## config.mk

```make
export PLATFORM = sky130hd
export DESIGN_NAME = serial_register_access
export DESIGN_NICKNAME = d
export VERILOG_FILES = /design/src/rtl/serial_access_pkg.sv /design/src/rtl/serial_register_access.sv /design/src/rtl/pin_sync.sv /design/src/rtl/spi_frame_target.sv
export SDC_FILE = /design/constraint.sdc
export NUM_CORES = 1
export LEC_CHECK = 0
export BUFFER_PORTS_ARGS = -buffer_cell sky130_fd_sc_hd__buf_2
export CORE_AREA = 4 4 116 118
export CTS_BUF_LIST = sky130_fd_sc_hd__clkbuf_8 sky130_fd_sc_hd__clkbuf_16
export DETAILED_ROUTE_END_ITERATION = 6
export DIE_AREA = 0 0 120 122
export PLACE_DENSITY_LB_ADDON = 0.2
export SLEW_MARGIN = 30
export SYNTH_ARGS = -nofsm -noshare
export SYNTH_HDL_FRONTEND = slang
export SYNTH_HIERARCHICAL = 1
export SYNTH_SLANG_ARGS = --single-unit
```

## constraint.sdc

```tcl
create_clock -name i_core_clk -period 6.55 [get_ports i_core_clk]
set_clock_uncertainty 0.1 [all_clocks]
set_input_delay 1.31 -clock i_core_clk [delete_from_list [all_inputs] [get_ports i_core_clk]]
set_output_delay 1.31 -clock i_core_clk [all_outputs]
set_load 0.02 [all_outputs]
```

## src/rtl/serial_access_pkg.sv

```systemverilog
package serial_access_pkg;

  ////////////////////////////////////////////////////////////////////////////////
  // four-level strap codes, ordered as the address arithmetic needs them
  localparam logic [1:0] LVL_L = 2'h0;
  localparam logic [1:0] LVL_R = 2'h1;
  localparam logic [1:0] LVL_F = 2'h2;
  localparam logic [1:0] LVL_H = 2'h3;

  ////////////////////////////////////////////////////////////////////////////////
  // counts and reset values
  localparam logic [6:0] SMB_ADDR_BASE = 7'h2d;
  localparam logic [1:0] STRAP_WAIT = 2'h3;
  localparam logic [3:0] SMB_BYTE_BITS = 4'h8;
  localparam logic [3:0] SMB_TX_LAST = 4'h7;
  localparam logic [1:0] SMB_BYTE_ADDR = 2'h0;
  localparam logic [1:0] SMB_BYTE_REG = 2'h1;
  localparam logic [1:0] SMB_BYTE_DATA = 2'h2;
  localparam logic [1:0] SMB_BYTE_EXTRA = 2'h3;
  localparam logic [4:0] SPI_FRAME_LAST = 5'h10;
  localparam logic [16:0] SPI_SHIFT_RESET = 17'h00000;
  localparam logic [10:0] PIN_SYNC_INIT = 11'h680;

  ////////////////////////////////////////////////////////////////////////////////
  // types
  typedef enum logic [2:0] {
    MODE_NONE = 3'h1,
    MODE_SMB = 3'h2,
    MODE_SPI = 3'h4
  } mode_type;

  typedef enum logic [4:0] {
    SMB_IDLE = 5'h01,
    SMB_RX = 5'h02,
    SMB_ACK = 5'h04,
    SMB_TX = 5'h08,
    SMB_TXACK = 5'h10
  } smb_state_type;

  typedef struct packed {
    logic wr;
    logic rd;
    logic [7:0] addr;
    logic [7:0] wdata;
  } reg_req_type;

  typedef struct packed {
    logic scl;
    logic sda;
    logic sck;
    logic ss_n;
    logic mosi;
    logic [1:0] mode_lvl;
    logic [1:0] strap_a;
    logic [1:0] strap_b;
  } pins_type;

  function automatic logic [6:0] strap_address(input logic [1:0] a, input logic [1:0] b);
    strap_address = SMB_ADDR_BASE + {3'h0, a, 2'h0} + {5'h0, b};
  endfunction : strap_address

endpackage : serial_access_pkg

```

## src/rtl/serial_register_access.sv

```systemverilog
`timescale 1ns/10ps
// Contract
// - mode strap sampled at power up: F gives SPI, L gives SMBus, H and R unused
// - SMBus address is 0x2D plus four times strap a index plus strap b index
// - SMBus port works with serial clock up to 400 kHz
// - address byte holds target address in bits 7:1, direction in bit 0
// - nine clocks per byte; receiver pulls data low on ninth to acknowledge
// - target only pulls lines low or releases them; controller drives the clock
// - write: address, register address, one data byte, each acknowledged, data stored
// - read: register address written, repeated start, address with direction 1, data returned
// - SPI target takes clock, active-low select and input data, returns output data
// - each SPI frame per device is exactly 17 bits while select is low
// - with select high input is ignored and output is floated
// - output driver enabled asynchronously as select falls
// - frame order: direction bit, address bits 7..0, data bits 7..0
// - device acts as 17-bit shift register returning the previous frame
// - input sampled on rising clock edges from the first edge after select falls
// - write frame executes on the rising edge of select
// - read is two frames; first carries direction 1, address, eight ignored ones
// - second frame, dummy read of 0xFF, returns address then read data
// - daisy chains hold select low for 17 times N clocks
module serial_register_access
  import serial_access_pkg::*;
(
  // clock and reset
  input wire logic i_core_clk,
  input wire logic i_srst,
  // straps
  input wire logic [1:0] i_mode_sel_level,
  input wire logic [1:0] i_target_address_strap_a,
  input wire logic [1:0] i_target_address_strap_b,
  // smbus pins, open drain
  input wire logic i_scl,
  input wire logic i_sda,
  output logic o_sda_out,
  output logic o_sda_oe,
  output logic o_scl_out,
  output logic o_scl_oe,
  // spi pins
  input wire logic i_sck,
  input wire logic i_ss_n,
  input wire logic i_mosi,
  output logic o_miso,
  output logic o_miso_oe,
  // register port
  input wire logic [7:0] i_reg_rdata,
  output reg_req_type o_reg_req,
  // status
  output mode_type o_mode
);

  ////////////////////////////////////////////////////////////////////////////////
  // pin synchronisers; 400 kHz leaves hundreds of core cycles per bit
  pins_type pins_s;

  pin_sync #(
    .W($bits(pins_type)),
    .INIT(PIN_SYNC_INIT)
  ) u_sync (
    .i_core_clk(i_core_clk),
    .i_srst(i_srst),
    .i_async({i_scl, i_sda, i_sck, i_ss_n, i_mosi, i_mode_sel_level, i_target_address_strap_a,
              i_target_address_strap_b}),
    .o_sync(pins_s)
  );

  ////////////////////////////////////////////////////////////////////////////////
  // strap capture after reset release
  logic [1:0] strap_cnt_q, strap_cnt_d;
  logic strap_done_q, strap_done_d;
  mode_type mode_q, mode_d;
  logic [6:0] target_addr_q, target_addr_d;

  always_comb begin
    strap_cnt_d = strap_cnt_q;
    strap_done_d = strap_done_q;
    mode_d = mode_q;
    target_addr_d = target_addr_q;
    if (!strap_done_q) begin
      strap_cnt_d = strap_cnt_q + 2'h1;
      if (strap_cnt_q == STRAP_WAIT) begin
        strap_done_d = 1'b1;
        // reserved levels leave both ports dead rather than guessing
        unique case (pins_s.mode_lvl)
          LVL_F: mode_d = MODE_SPI;
          LVL_L: mode_d = MODE_SMB;
          default: mode_d = MODE_NONE;
        endcase
        target_addr_d = strap_address(pins_s.strap_a, pins_s.strap_b);
      end
    end
  end

  always_ff @(posedge i_core_clk) begin
    if (i_srst) begin
      strap_cnt_q <= 2'h0;
      strap_done_q <= 1'b0;
      mode_q <= MODE_NONE;
      target_addr_q <= SMB_ADDR_BASE;
    end else begin
      strap_cnt_q <= strap_cnt_d;
      strap_done_q <= strap_done_d;
      mode_q <= mode_d;
      target_addr_q <= target_addr_d;
    end
  end

  ////////////////////////////////////////////////////////////////////////////////
  // smbus target
  smb_state_type state_q, state_d;
  logic scl_prev_q, scl_prev_d;
  logic sda_prev_q, sda_prev_d;
  logic [3:0] bit_q, bit_d;
  logic [7:0] shift_q, shift_d;
  logic [1:0] byte_q, byte_d;
  logic rw_q, rw_d;
  logic sda_oe_q, sda_oe_d;
  logic [1:0] wait_q, wait_d;
  reg_req_type smb_req_q, smb_req_d;
  logic smb_en, scl_rise, scl_fall, start_det, stop_det;

  assign smb_en = (mode_q == MODE_SMB);
  assign scl_rise = pins_s.scl & ~scl_prev_q;
  assign scl_fall = ~pins_s.scl & scl_prev_q;
  assign start_det = pins_s.scl & scl_prev_q & sda_prev_q & ~pins_s.sda;
  assign stop_det = pins_s.scl & scl_prev_q & ~sda_prev_q & pins_s.sda;

  always_comb begin
    scl_prev_d = pins_s.scl;
    sda_prev_d = pins_s.sda;
    state_d = state_q;
    bit_d = bit_q;
    shift_d = shift_q;
    byte_d = byte_q;
    rw_d = rw_q;
    sda_oe_d = sda_oe_q;
    wait_d = {wait_q[0], 1'b0};
    smb_req_d = smb_req_q;
    smb_req_d.wr = 1'b0;
    smb_req_d.rd = 1'b0;
    if (wait_q[1]) begin
      shift_d = i_reg_rdata;
    end
    if (!smb_en) begin
      state_d = SMB_IDLE;
      sda_oe_d = 1'b0;
    end else if (stop_det) begin
      state_d = SMB_IDLE;
      sda_oe_d = 1'b0;
    end else if (start_det) begin
      state_d = SMB_RX;
      bit_d = 4'h0;
      byte_d = SMB_BYTE_ADDR;
      sda_oe_d = 1'b0;
    end else begin
      unique case (state_q)
        SMB_IDLE: begin
          sda_oe_d = 1'b0;
        end
        SMB_RX: begin
          if (scl_rise && bit_q != SMB_BYTE_BITS) begin
            shift_d = {shift_q[6:0], pins_s.sda};
            bit_d = bit_q + 4'h1;
          end
          if (scl_fall && bit_q == SMB_BYTE_BITS) begin
            state_d = SMB_ACK;
            sda_oe_d = 1'b1;
            unique case (byte_q)
              SMB_BYTE_ADDR: begin
                rw_d = shift_q[0];
                if (shift_q[7:1] != target_addr_q) begin
                  state_d = SMB_IDLE;
                  sda_oe_d = 1'b0;
                end else if (shift_q[0]) begin
                  smb_req_d.rd = 1'b1;
                  wait_d[0] = 1'b1;
                end
              end
              SMB_BYTE_REG: smb_req_d.addr = shift_q;
              SMB_BYTE_DATA: begin
                smb_req_d.wr = 1'b1;
                smb_req_d.wdata = shift_q;
              end
              default: begin
                // only one data byte per write; more are refused
                state_d = SMB_IDLE;
                sda_oe_d = 1'b0;
              end
            endcase
          end
        end
        SMB_ACK: begin
          // also serves as the wait before each read byte goes out
          if (scl_fall) begin
            bit_d = 4'h0;
            if (rw_q) begin
              state_d = SMB_TX;
              sda_oe_d = ~shift_q[7];
            end else begin
              state_d = SMB_RX;
              sda_oe_d = 1'b0;
              byte_d = (byte_q == SMB_BYTE_EXTRA) ? byte_q : byte_q + 2'h1;
            end
          end
        end
        SMB_TX: begin
          if (scl_fall) begin
            if (bit_q == SMB_TX_LAST) begin
              state_d = SMB_TXACK;
              sda_oe_d = 1'b0;
            end else begin
              shift_d = {shift_q[6:0], 1'b0};
              sda_oe_d = ~shift_q[6];
              bit_d = bit_q + 4'h1;
            end
          end
        end
        SMB_TXACK: begin
          if (scl_rise) begin
            if (pins_s.sda) begin
              state_d = SMB_IDLE;
            end else begin
              // controller wants more: next register follows
              state_d = SMB_ACK;
              smb_req_d.addr = smb_req_q.addr + 8'h01;
              smb_req_d.rd = 1'b1;
              wait_d[0] = 1'b1;
            end
          end
        end
        default: begin
          state_d = SMB_IDLE;
          sda_oe_d = 1'b0;
        end
      endcase
    end
  end

  always_ff @(posedge i_core_clk) begin
    if (i_srst) begin
      state_q <= SMB_IDLE;
      scl_prev_q <= 1'b1;
      sda_prev_q <= 1'b1;
      bit_q <= 4'h0;
      shift_q <= 8'h00;
      byte_q <= SMB_BYTE_ADDR;
      rw_q <= 1'b0;
      sda_oe_q <= 1'b0;
      wait_q <= 2'h0;
      smb_req_q <= '0;
    end else begin
      state_q <= state_d;
      scl_prev_q <= scl_prev_d;
      sda_prev_q <= sda_prev_d;
      bit_q <= bit_d;
      shift_q <= shift_d;
      byte_q <= byte_d;
      rw_q <= rw_d;
      sda_oe_q <= sda_oe_d;
      wait_q <= wait_d;
      smb_req_q <= smb_req_d;
    end
  end

  ////////////////////////////////////////////////////////////////////////////////
  // spi target
  reg_req_type spi_req;

  spi_frame_target u_spi (
    .i_core_clk(i_core_clk),
    .i_srst(i_srst),
    .i_enable(mode_q == MODE_SPI),
    .i_ss_n_pin(i_ss_n),
    .i_sck_s(pins_s.sck),
    .i_ss_n_s(pins_s.ss_n),
    .i_mosi_s(pins_s.mosi),
    .o_miso(o_miso),
    .o_miso_oe(o_miso_oe),
    .i_reg_rdata(i_reg_rdata),
    .o_req(spi_req)
  );

  ////////////////////////////////////////////////////////////////////////////////
  // register port and pin outputs
  reg_req_type req_q, req_d;

  always_comb begin
    req_d = (mode_q == MODE_SPI) ? spi_req : smb_req_q;
  end

  // data line is open drain: output value stays low, only the enable moves
  always_ff @(posedge i_core_clk) begin
    if (i_srst) begin
      req_q <= '0;
      o_sda_out <= 1'b0;
      o_scl_out <= 1'b0;
      o_scl_oe <= 1'b0;
    end else begin
      req_q <= req_d;
      o_sda_out <= 1'b0;
      o_scl_out <= 1'b0;
      o_scl_oe <= 1'b0;
    end
  end

  assign o_reg_req = req_q;
  assign o_sda_oe = sda_oe_q;
  assign o_mode = mode_q;

  logic quiet;
  assign quiet = !start_det && !stop_det;
endmodule : serial_register_access

```

## src/rtl/pin_sync.sv

```systemverilog
`timescale 1ns/10ps
module pin_sync
  import serial_access_pkg::*;
#(
  parameter int W = 11,
  parameter logic [W-1:0] INIT = '0
) (
  // clock and reset
  input wire logic i_core_clk,
  input wire logic i_srst,
  // pins
  input wire logic [W-1:0] i_async,
  output logic [W-1:0] o_sync
);

  genvar g;
  generate
    for (g = 0; g < W; g++) begin : g_bit
      logic meta_q;
      logic sync_q;
      // the first stage feeds the second only
      always_ff @(posedge i_core_clk) begin
        if (i_srst) begin
          meta_q <= INIT[g];
          sync_q <= INIT[g];
        end else begin
          meta_q <= i_async[g];
          sync_q <= meta_q;
        end
      end
      assign o_sync[g] = sync_q;
    end
  endgenerate

endmodule : pin_sync

```

## src/rtl/spi_frame_target.sv

```systemverilog
`timescale 1ns/10ps
module spi_frame_target
  import serial_access_pkg::*;
(
  // clock and reset
  input wire logic i_core_clk,
  input wire logic i_srst,
  // control
  input wire logic i_enable,
  // link, raw select plus synchronised copies
  input wire logic i_ss_n_pin,
  input wire logic i_sck_s,
  input wire logic i_ss_n_s,
  input wire logic i_mosi_s,
  output logic o_miso,
  output logic o_miso_oe,
  // register port
  input wire logic [7:0] i_reg_rdata,
  output reg_req_type o_req
);

  logic sck_prev_q, sck_prev_d;
  logic ss_prev_q, ss_prev_d;
  logic [16:0] sr_q, sr_d;
  logic [4:0] cnt_q, cnt_d;
  logic full_q, full_d;
  logic [1:0] wait_q, wait_d;
  reg_req_type req_q, req_d;
  logic sck_rise, ss_fall, ss_rise, active, exec;

  assign sck_rise = i_sck_s & ~sck_prev_q;
  assign ss_fall = ~i_ss_n_s & ss_prev_q;
  assign ss_rise = i_ss_n_s & ~ss_prev_q;
  assign active = ~i_ss_n_s & i_enable;
  // a frame counts only when a whole multiple of 17 clocks went by, so a chain still works
  assign exec = ss_rise & i_enable & full_q & (cnt_q == 5'h00);

  ////////////////////////////////////////////////////////////////////////////////
  always_comb begin
    sck_prev_d = i_sck_s;
    ss_prev_d = i_ss_n_s;
    sr_d = sr_q;
    cnt_d = cnt_q;
    full_d = full_q;
    wait_d = {wait_q[0], 1'b0};
    req_d = req_q;
    req_d.wr = 1'b0;
    req_d.rd = 1'b0;
    if (ss_fall) begin
      cnt_d = 5'h00;
      full_d = 1'b0;
    end
    if (active && sck_rise) begin
      sr_d = {sr_q[15:0], i_mosi_s};
      if (cnt_q == SPI_FRAME_LAST) begin
        cnt_d = 5'h00;
        full_d = 1'b1;
      end else begin
        cnt_d = cnt_q + 5'h01;
      end
    end
    if (exec) begin
      req_d.addr = sr_q[15:8];
      if (sr_q[16]) begin
        // read: data byte of the frame is filler and ignored
        req_d.rd = 1'b1;
        wait_d[0] = 1'b1;
      end else begin
        req_d.wr = 1'b1;
        req_d.wdata = sr_q[7:0];
      end
    end
    // the next frame then returns direction, address and the data read
    if (wait_q[1]) begin
      sr_d[7:0] = i_reg_rdata;
    end
  end

  always_ff @(posedge i_core_clk) begin
    if (i_srst) begin
      sck_prev_q <= 1'b0;
      ss_prev_q <= 1'b1;
      sr_q <= SPI_SHIFT_RESET;
      cnt_q <= 5'h00;
      full_q <= 1'b0;
      wait_q <= 2'h0;
      req_q <= '0;
    end else begin
      sck_prev_q <= sck_prev_d;
      ss_prev_q <= ss_prev_d;
      sr_q <= sr_d;
      cnt_q <= cnt_d;
      full_q <= full_d;
      wait_q <= wait_d;
      req_q <= req_d;
    end
  end

  assign o_miso = sr_q[16];
  // driver turns on straight from the select pin, no clock in the path
  assign o_miso_oe = ~i_ss_n_pin & i_enable;
  assign o_req = req_q;
endmodule : spi_frame_target

```

Word level (Yosys, flattened, before mapping)
Index checks and enable logic that the tools add are counted.

Add/subtract/negate cells: 7. Eq/ne operators: 34. Muxes and demuxes: 66. Bitwise gates (word level): 35. Reductions and logical operators: 27.

Operators by type and width (number): 2-to-1 mux 8 bit (11); 2-to-1 mux 5 bit (8); AND reduction 6 bit (5); one-hot mux 5 bit (5 select lines) (1); 2-to-1 mux 4 bit (6); != test 3 bit (second input constant) (7); 2-to-1 mux 1 bit (20); inverter 1 bit (20); 2-to-1 mux 18 bit (1); 2-to-1 mux 9 bit (2); one-hot mux 9 bit (2 select lines) (1); 2-to-1 mux 17 bit (1); != test 2 bit (second input constant) (8); one-hot mux 8 bit (2 select lines) (1); bitwise AND 1 bit (15); 2-to-1 mux 2 bit (6); one-hot mux 3 bit (2 select lines) (2); one-hot mux 4 bit (3 select lines) (1); == test 5 bit (second input constant) (2); nonzero test 2 bit (5); adder 8 x 1 -> 8 bit (second input constant) (1); == test 2 bit (second input constant) (4); AND reduction 8 bit (1); adder 6 x 4 -> 7 bit (first input constant) (1); other kinds (30) (39).

Flip-flop bits (word level): 140. Bits of input ports: 21. Output and inout port bits: 27. Logic and storage cells: 225.

Logic depth before layout (Yosys ltp)
Depth after elaboration: 8. Gate-level depth with buffers: 9. Gate-level depth less buffers: 7.

Cells and area by module
The synthesis kept the hierarchy.

Modules (own cells, without submodules): serial_register_access (times used 1, cells each 430, area an instance 3567.2 um^2, seq. area each 1421.4 um^2); spi_frame_target (times used 1, cells each 214, area an instance 1875.5 um^2, seq. area each 880.8 um^2); pin_sync (times used 1, cells each 57, area an instance 679.4 um^2, seq. area each 440.4 um^2).

Least setup slack after synthesis
OpenSTA, ideal clock, no wires.

Kind: input -> output. From: input i_ss_n. To: output o_miso_oe. Arrival time: 1.614 ns. Required time: 5.140 ns. Setup slack: 3.526 ns. Stages: 1. Path buffers: 0. Cell sequence: nor2b_1.

Cells in the longest elaborated chain, start to end: 2.

RTL lines: start: declaration (RTL line serial_register_access.sv:41) `input wire logic i_ss_n,`; inverter 1 bit (RTL line spi_frame_target.sv:101) `assign o_miso_oe = ~i_ss_n_pin & i_enable;`; bitwise AND 1 bit (RTL line spi_frame_target.sv:101); end: declaration (RTL line serial_register_access.sv:44) `output logic o_miso_oe,`.

No other way between the ends.

Worst setup path in the final report
From: register mode_q[0] (netlist: o_mode[0]). To: output o_miso_oe.

Cells in the longest elaborated chain, start to end: 2.

RTL lines: start: declaration (RTL line serial_register_access.sv:71) `mode_type mode_q, mode_d;`; start signal: assignment (RTL line serial_register_access.sv:103) `mode_q <= mode_d;`; == test 3 bit (RTL line serial_register_access.sv:272) `.i_enable(mode_q == MODE_SPI),`; bitwise AND 1 bit (RTL line spi_frame_target.sv:101).

No other way between the ends.

==> impl_metrics.tcl <==
set metrics [dict create \
    crit_family "buffers and inverters" \
    layout-drive-gt1-share 0.1305 \
    holdPathStages 1 \
    cap_violations 0 \
    htree_levels 4 \
    drtAntennaViolNets 0 \
    clockBufferDepth 2 \
    powerDensity_nw_per_um2 272.3 \
    cts_buffers 17 \
    synth_warnings 6 \
    place_ws_ns 3.047 \
    synth_edf_count 0 \
    ys_seq_elements 137 \
    path_clk_slew_ns 0.05 \
    cp.required_ns 5.14 \
    ioPinCount 48 \
    nets 749 \
    num_vias 5033 \
    hold_viol_final 0 \
    critPathKind "reg -> out" \
    async_flop_share 0 \
    max_freq_mhz 253.3 \
    worstMarginPinSlew_ns 0.9632 \
    cts_sinks 137 \
    crit_chain "nor2_1, nand2_1, clkinv_1, nor2b_1, buf_2" \
    routedWlPerCell_um 15.53 \
    cts.hold.buffers_added 0 \
    route.detailed.drc 0 \
    diodes 0 \
    path_depth 5 \
    rows 41 \
    grt_pass1_vias 4728 \
    irDropWorstVdd_mv 0.1749 \
    hold_path_class "reg -> reg" \
    maxSlewViolCount 0 \
    nFillCells 1150 \
    port_buffers 44 \
    p_total_uw 1886 \
    max_slew_margin 0.3579 \
    synth-main-ff-cell "dfxtp_1" \
    finalSetupViolations 0 \
    fin_crit_sh 0.6027 \
    area_growth_pct 13.12 \
    grt_pass1_wl_um 23100 \
    clock_latency_ns 0.42 \
    endpoint_kind "output pin" \
    final_cell_mix "dfxtp_1, nand2_1, a21oi_1" \
    fp.dieH_um 122 \
    crit_fanout 23 \
    final_common_cell "dfxtp_1" \
    outcome "finished clean" \
    hold_ws_ns 0.3035 \
    grt_use_total 0.1969 \
    antenna_found_initial 0 \
    initial_core_util 0.4911 \
    cpMaxStageDelayCell "clkinv_1" \
    dpl.hpwl_um 9527 \
    rsz0062_at_grt "no" \
    viasPerCell 5.592 \
    dr.first_iter.drc_count 400 \
    syn_inst 701 \
    synth_area_um2 6122 \
    cts_root_buf "clkbuf_16" \
    die_area_um2 14640 \
    cp_num_buf_inv 2 \
    place.gp.congestion 0.8913 \
    cts_tree "built" \
    grt_max_degree 74 \
    reg2regPathDepth 6 \
    ys_types 64 \
    drtPass1Iterations 6 \
    totalNegativeSetupSlack_ns 0 \
    cp-start-kind "register" \
    final_core_util 0.5556 \
    seq_area_frac_synth 0.4480 \
    worst_ep_arrival_time_ns 2.54 \
    min_period_ns 3.948 \
    cp_slowest_stage_delay_ns 0.73 \
    fp.dieW_um 120 \
    p_leak_uw 0.002534 \
    grt_overflow 0 \
    avgSynthCellArea_um2 8.733 \
    wl_um 13980 \
    postCtsSetupBuffers 0 \
    setup_ws_ns 2.602 \
    core_area_um2 12470 \
    cts_resized 0 \
]
[Yosys cell counts, types with 4 or more instances]
cell	n	area [µm²]
nor3b_1	6	45.04
buf_6	4	45.04
inv_1	10	37.54
a22oi_1	5	37.54
a311oi_1	9	78.83
a21oi_1	67	335.3
clkbuf_1	32	120.1
nand3b_1	4	30.03
a211oi_1	9	67.56
nand3_1	20	100.1
xor2_1	5	43.79
buf_2	4	20.02
o21ai_0	15	75.07
nor2_1	48	180.2
a211o_1	5	43.79
nand4_1	17	106.4
a31oi_1	4	25.02
nor2b_1	24	150.1
o31ai_1	10	75.07
mux2_2	8	90.09
xnor2_1	8	70.07
ha_1	12	150.1
mux2i_1	19	190.2
or2_1	6	37.54
nand2b_1	31	193.9
nor3_1	13	65.06
buf_4	15	112.6
nand2_1	93	349.1
dfxtp_1	137	2743
[through the flow]
stage	instance area (µm²)	cells
CTS	6920	900
floorplan	6130	703
finish	6925	900
global route	6925	900
detailed placement	6314	869
global placement	6314	869
[kinds of logic after synthesis]
| logic type | Yosys count | share of synthesized area |
|---|---|---|
| other cells | 1 | 0.0006125 |
| xor+xnor | 13 | 0.01860 |
| flops | 137 | 0.4480 |
| fa+ha+maj | 12 | 0.02452 |
| simple gates | 295 | 0.2487 |
| compound gates | 150 | 0.1584 |
| mux | 27 | 0.04578 |
| buf+inv | 66 | 0.05539 |
[per-layer routing]
metal	vias to the layer above	routed length [µm]	track usage
li1	2485	-	-
met1	2361	6644	0.2686
met2	159	6162	0.2982
met3	28	911	0.05432
met4	0	258	0.07445
met5	-	0	0
[flip-flops by register name, summed over array words and instances (netlist names)]
name                 count
bit_q                    4
byte_q                   2
o_mode                   3
o_reg_req               18
o_sda_oe                 1
rw_q                     1
scl_prev_q               1
sda_prev_q               1
shift_q                  8
smb_req_q               17
state_q                  5
strap_cnt_q              2
strap_done_q             1
target_addr_q            5
u_spi/cnt_q              5
u_spi/full_q             1
u_spi/o_req             18
u_spi/sck_prev_q         1
u_spi/sr_q              17
u_spi/ss_prev_q          1
u_spi/wait_q             1
u_sync/g_bit.meta_q     11
u_sync/g_bit.sync_q     11
wait_q                   2
[worst paths after layout]
kind | to | slack (ns) | start
max | o_miso_oe | 2.60 | o_mode[0]$_SDFFE_PP1P_
min | u_sync/g_bit[9].sync_q$_SDFF_PP1_ | 0.30 | u_sync/g_bit[9].meta_q$_SDFF_PP1_
max reg2reg | u_spi/o_req[2]$_SDFFE_PP0P_ | 3.53 | o_mode[0]$_SDFFE_PP1P_
min reg2reg | u_sync/g_bit[9].sync_q$_SDFF_PP1_ | 0.30 | u_sync/g_bit[9].meta_q$_SDFF_PP1_
[final cells by class]
type                            count  area, µm²  area share
Sequential cell                   137       2743      0.3960
Clock inverter                     10      126.4     0.01825
Tap cell                          172      215.2     0.03107
Inverter                           11      41.29    0.005962
Timing Repair Buffer               49      260.3     0.03758
Multi-Input combinational cell    500       3059      0.4417
Clock buffer                       21      480.5     0.06938
[report_power, final]
group / internal, µW / switching, µW / leakage [µW]
registers: 848 / 10.3 / 0.00111
logic: 23.9 / 34.4 / 0.00112
clock network: 631 / 338 / 0.000305
Note: power is estimated with default switching activity, not from simulation.
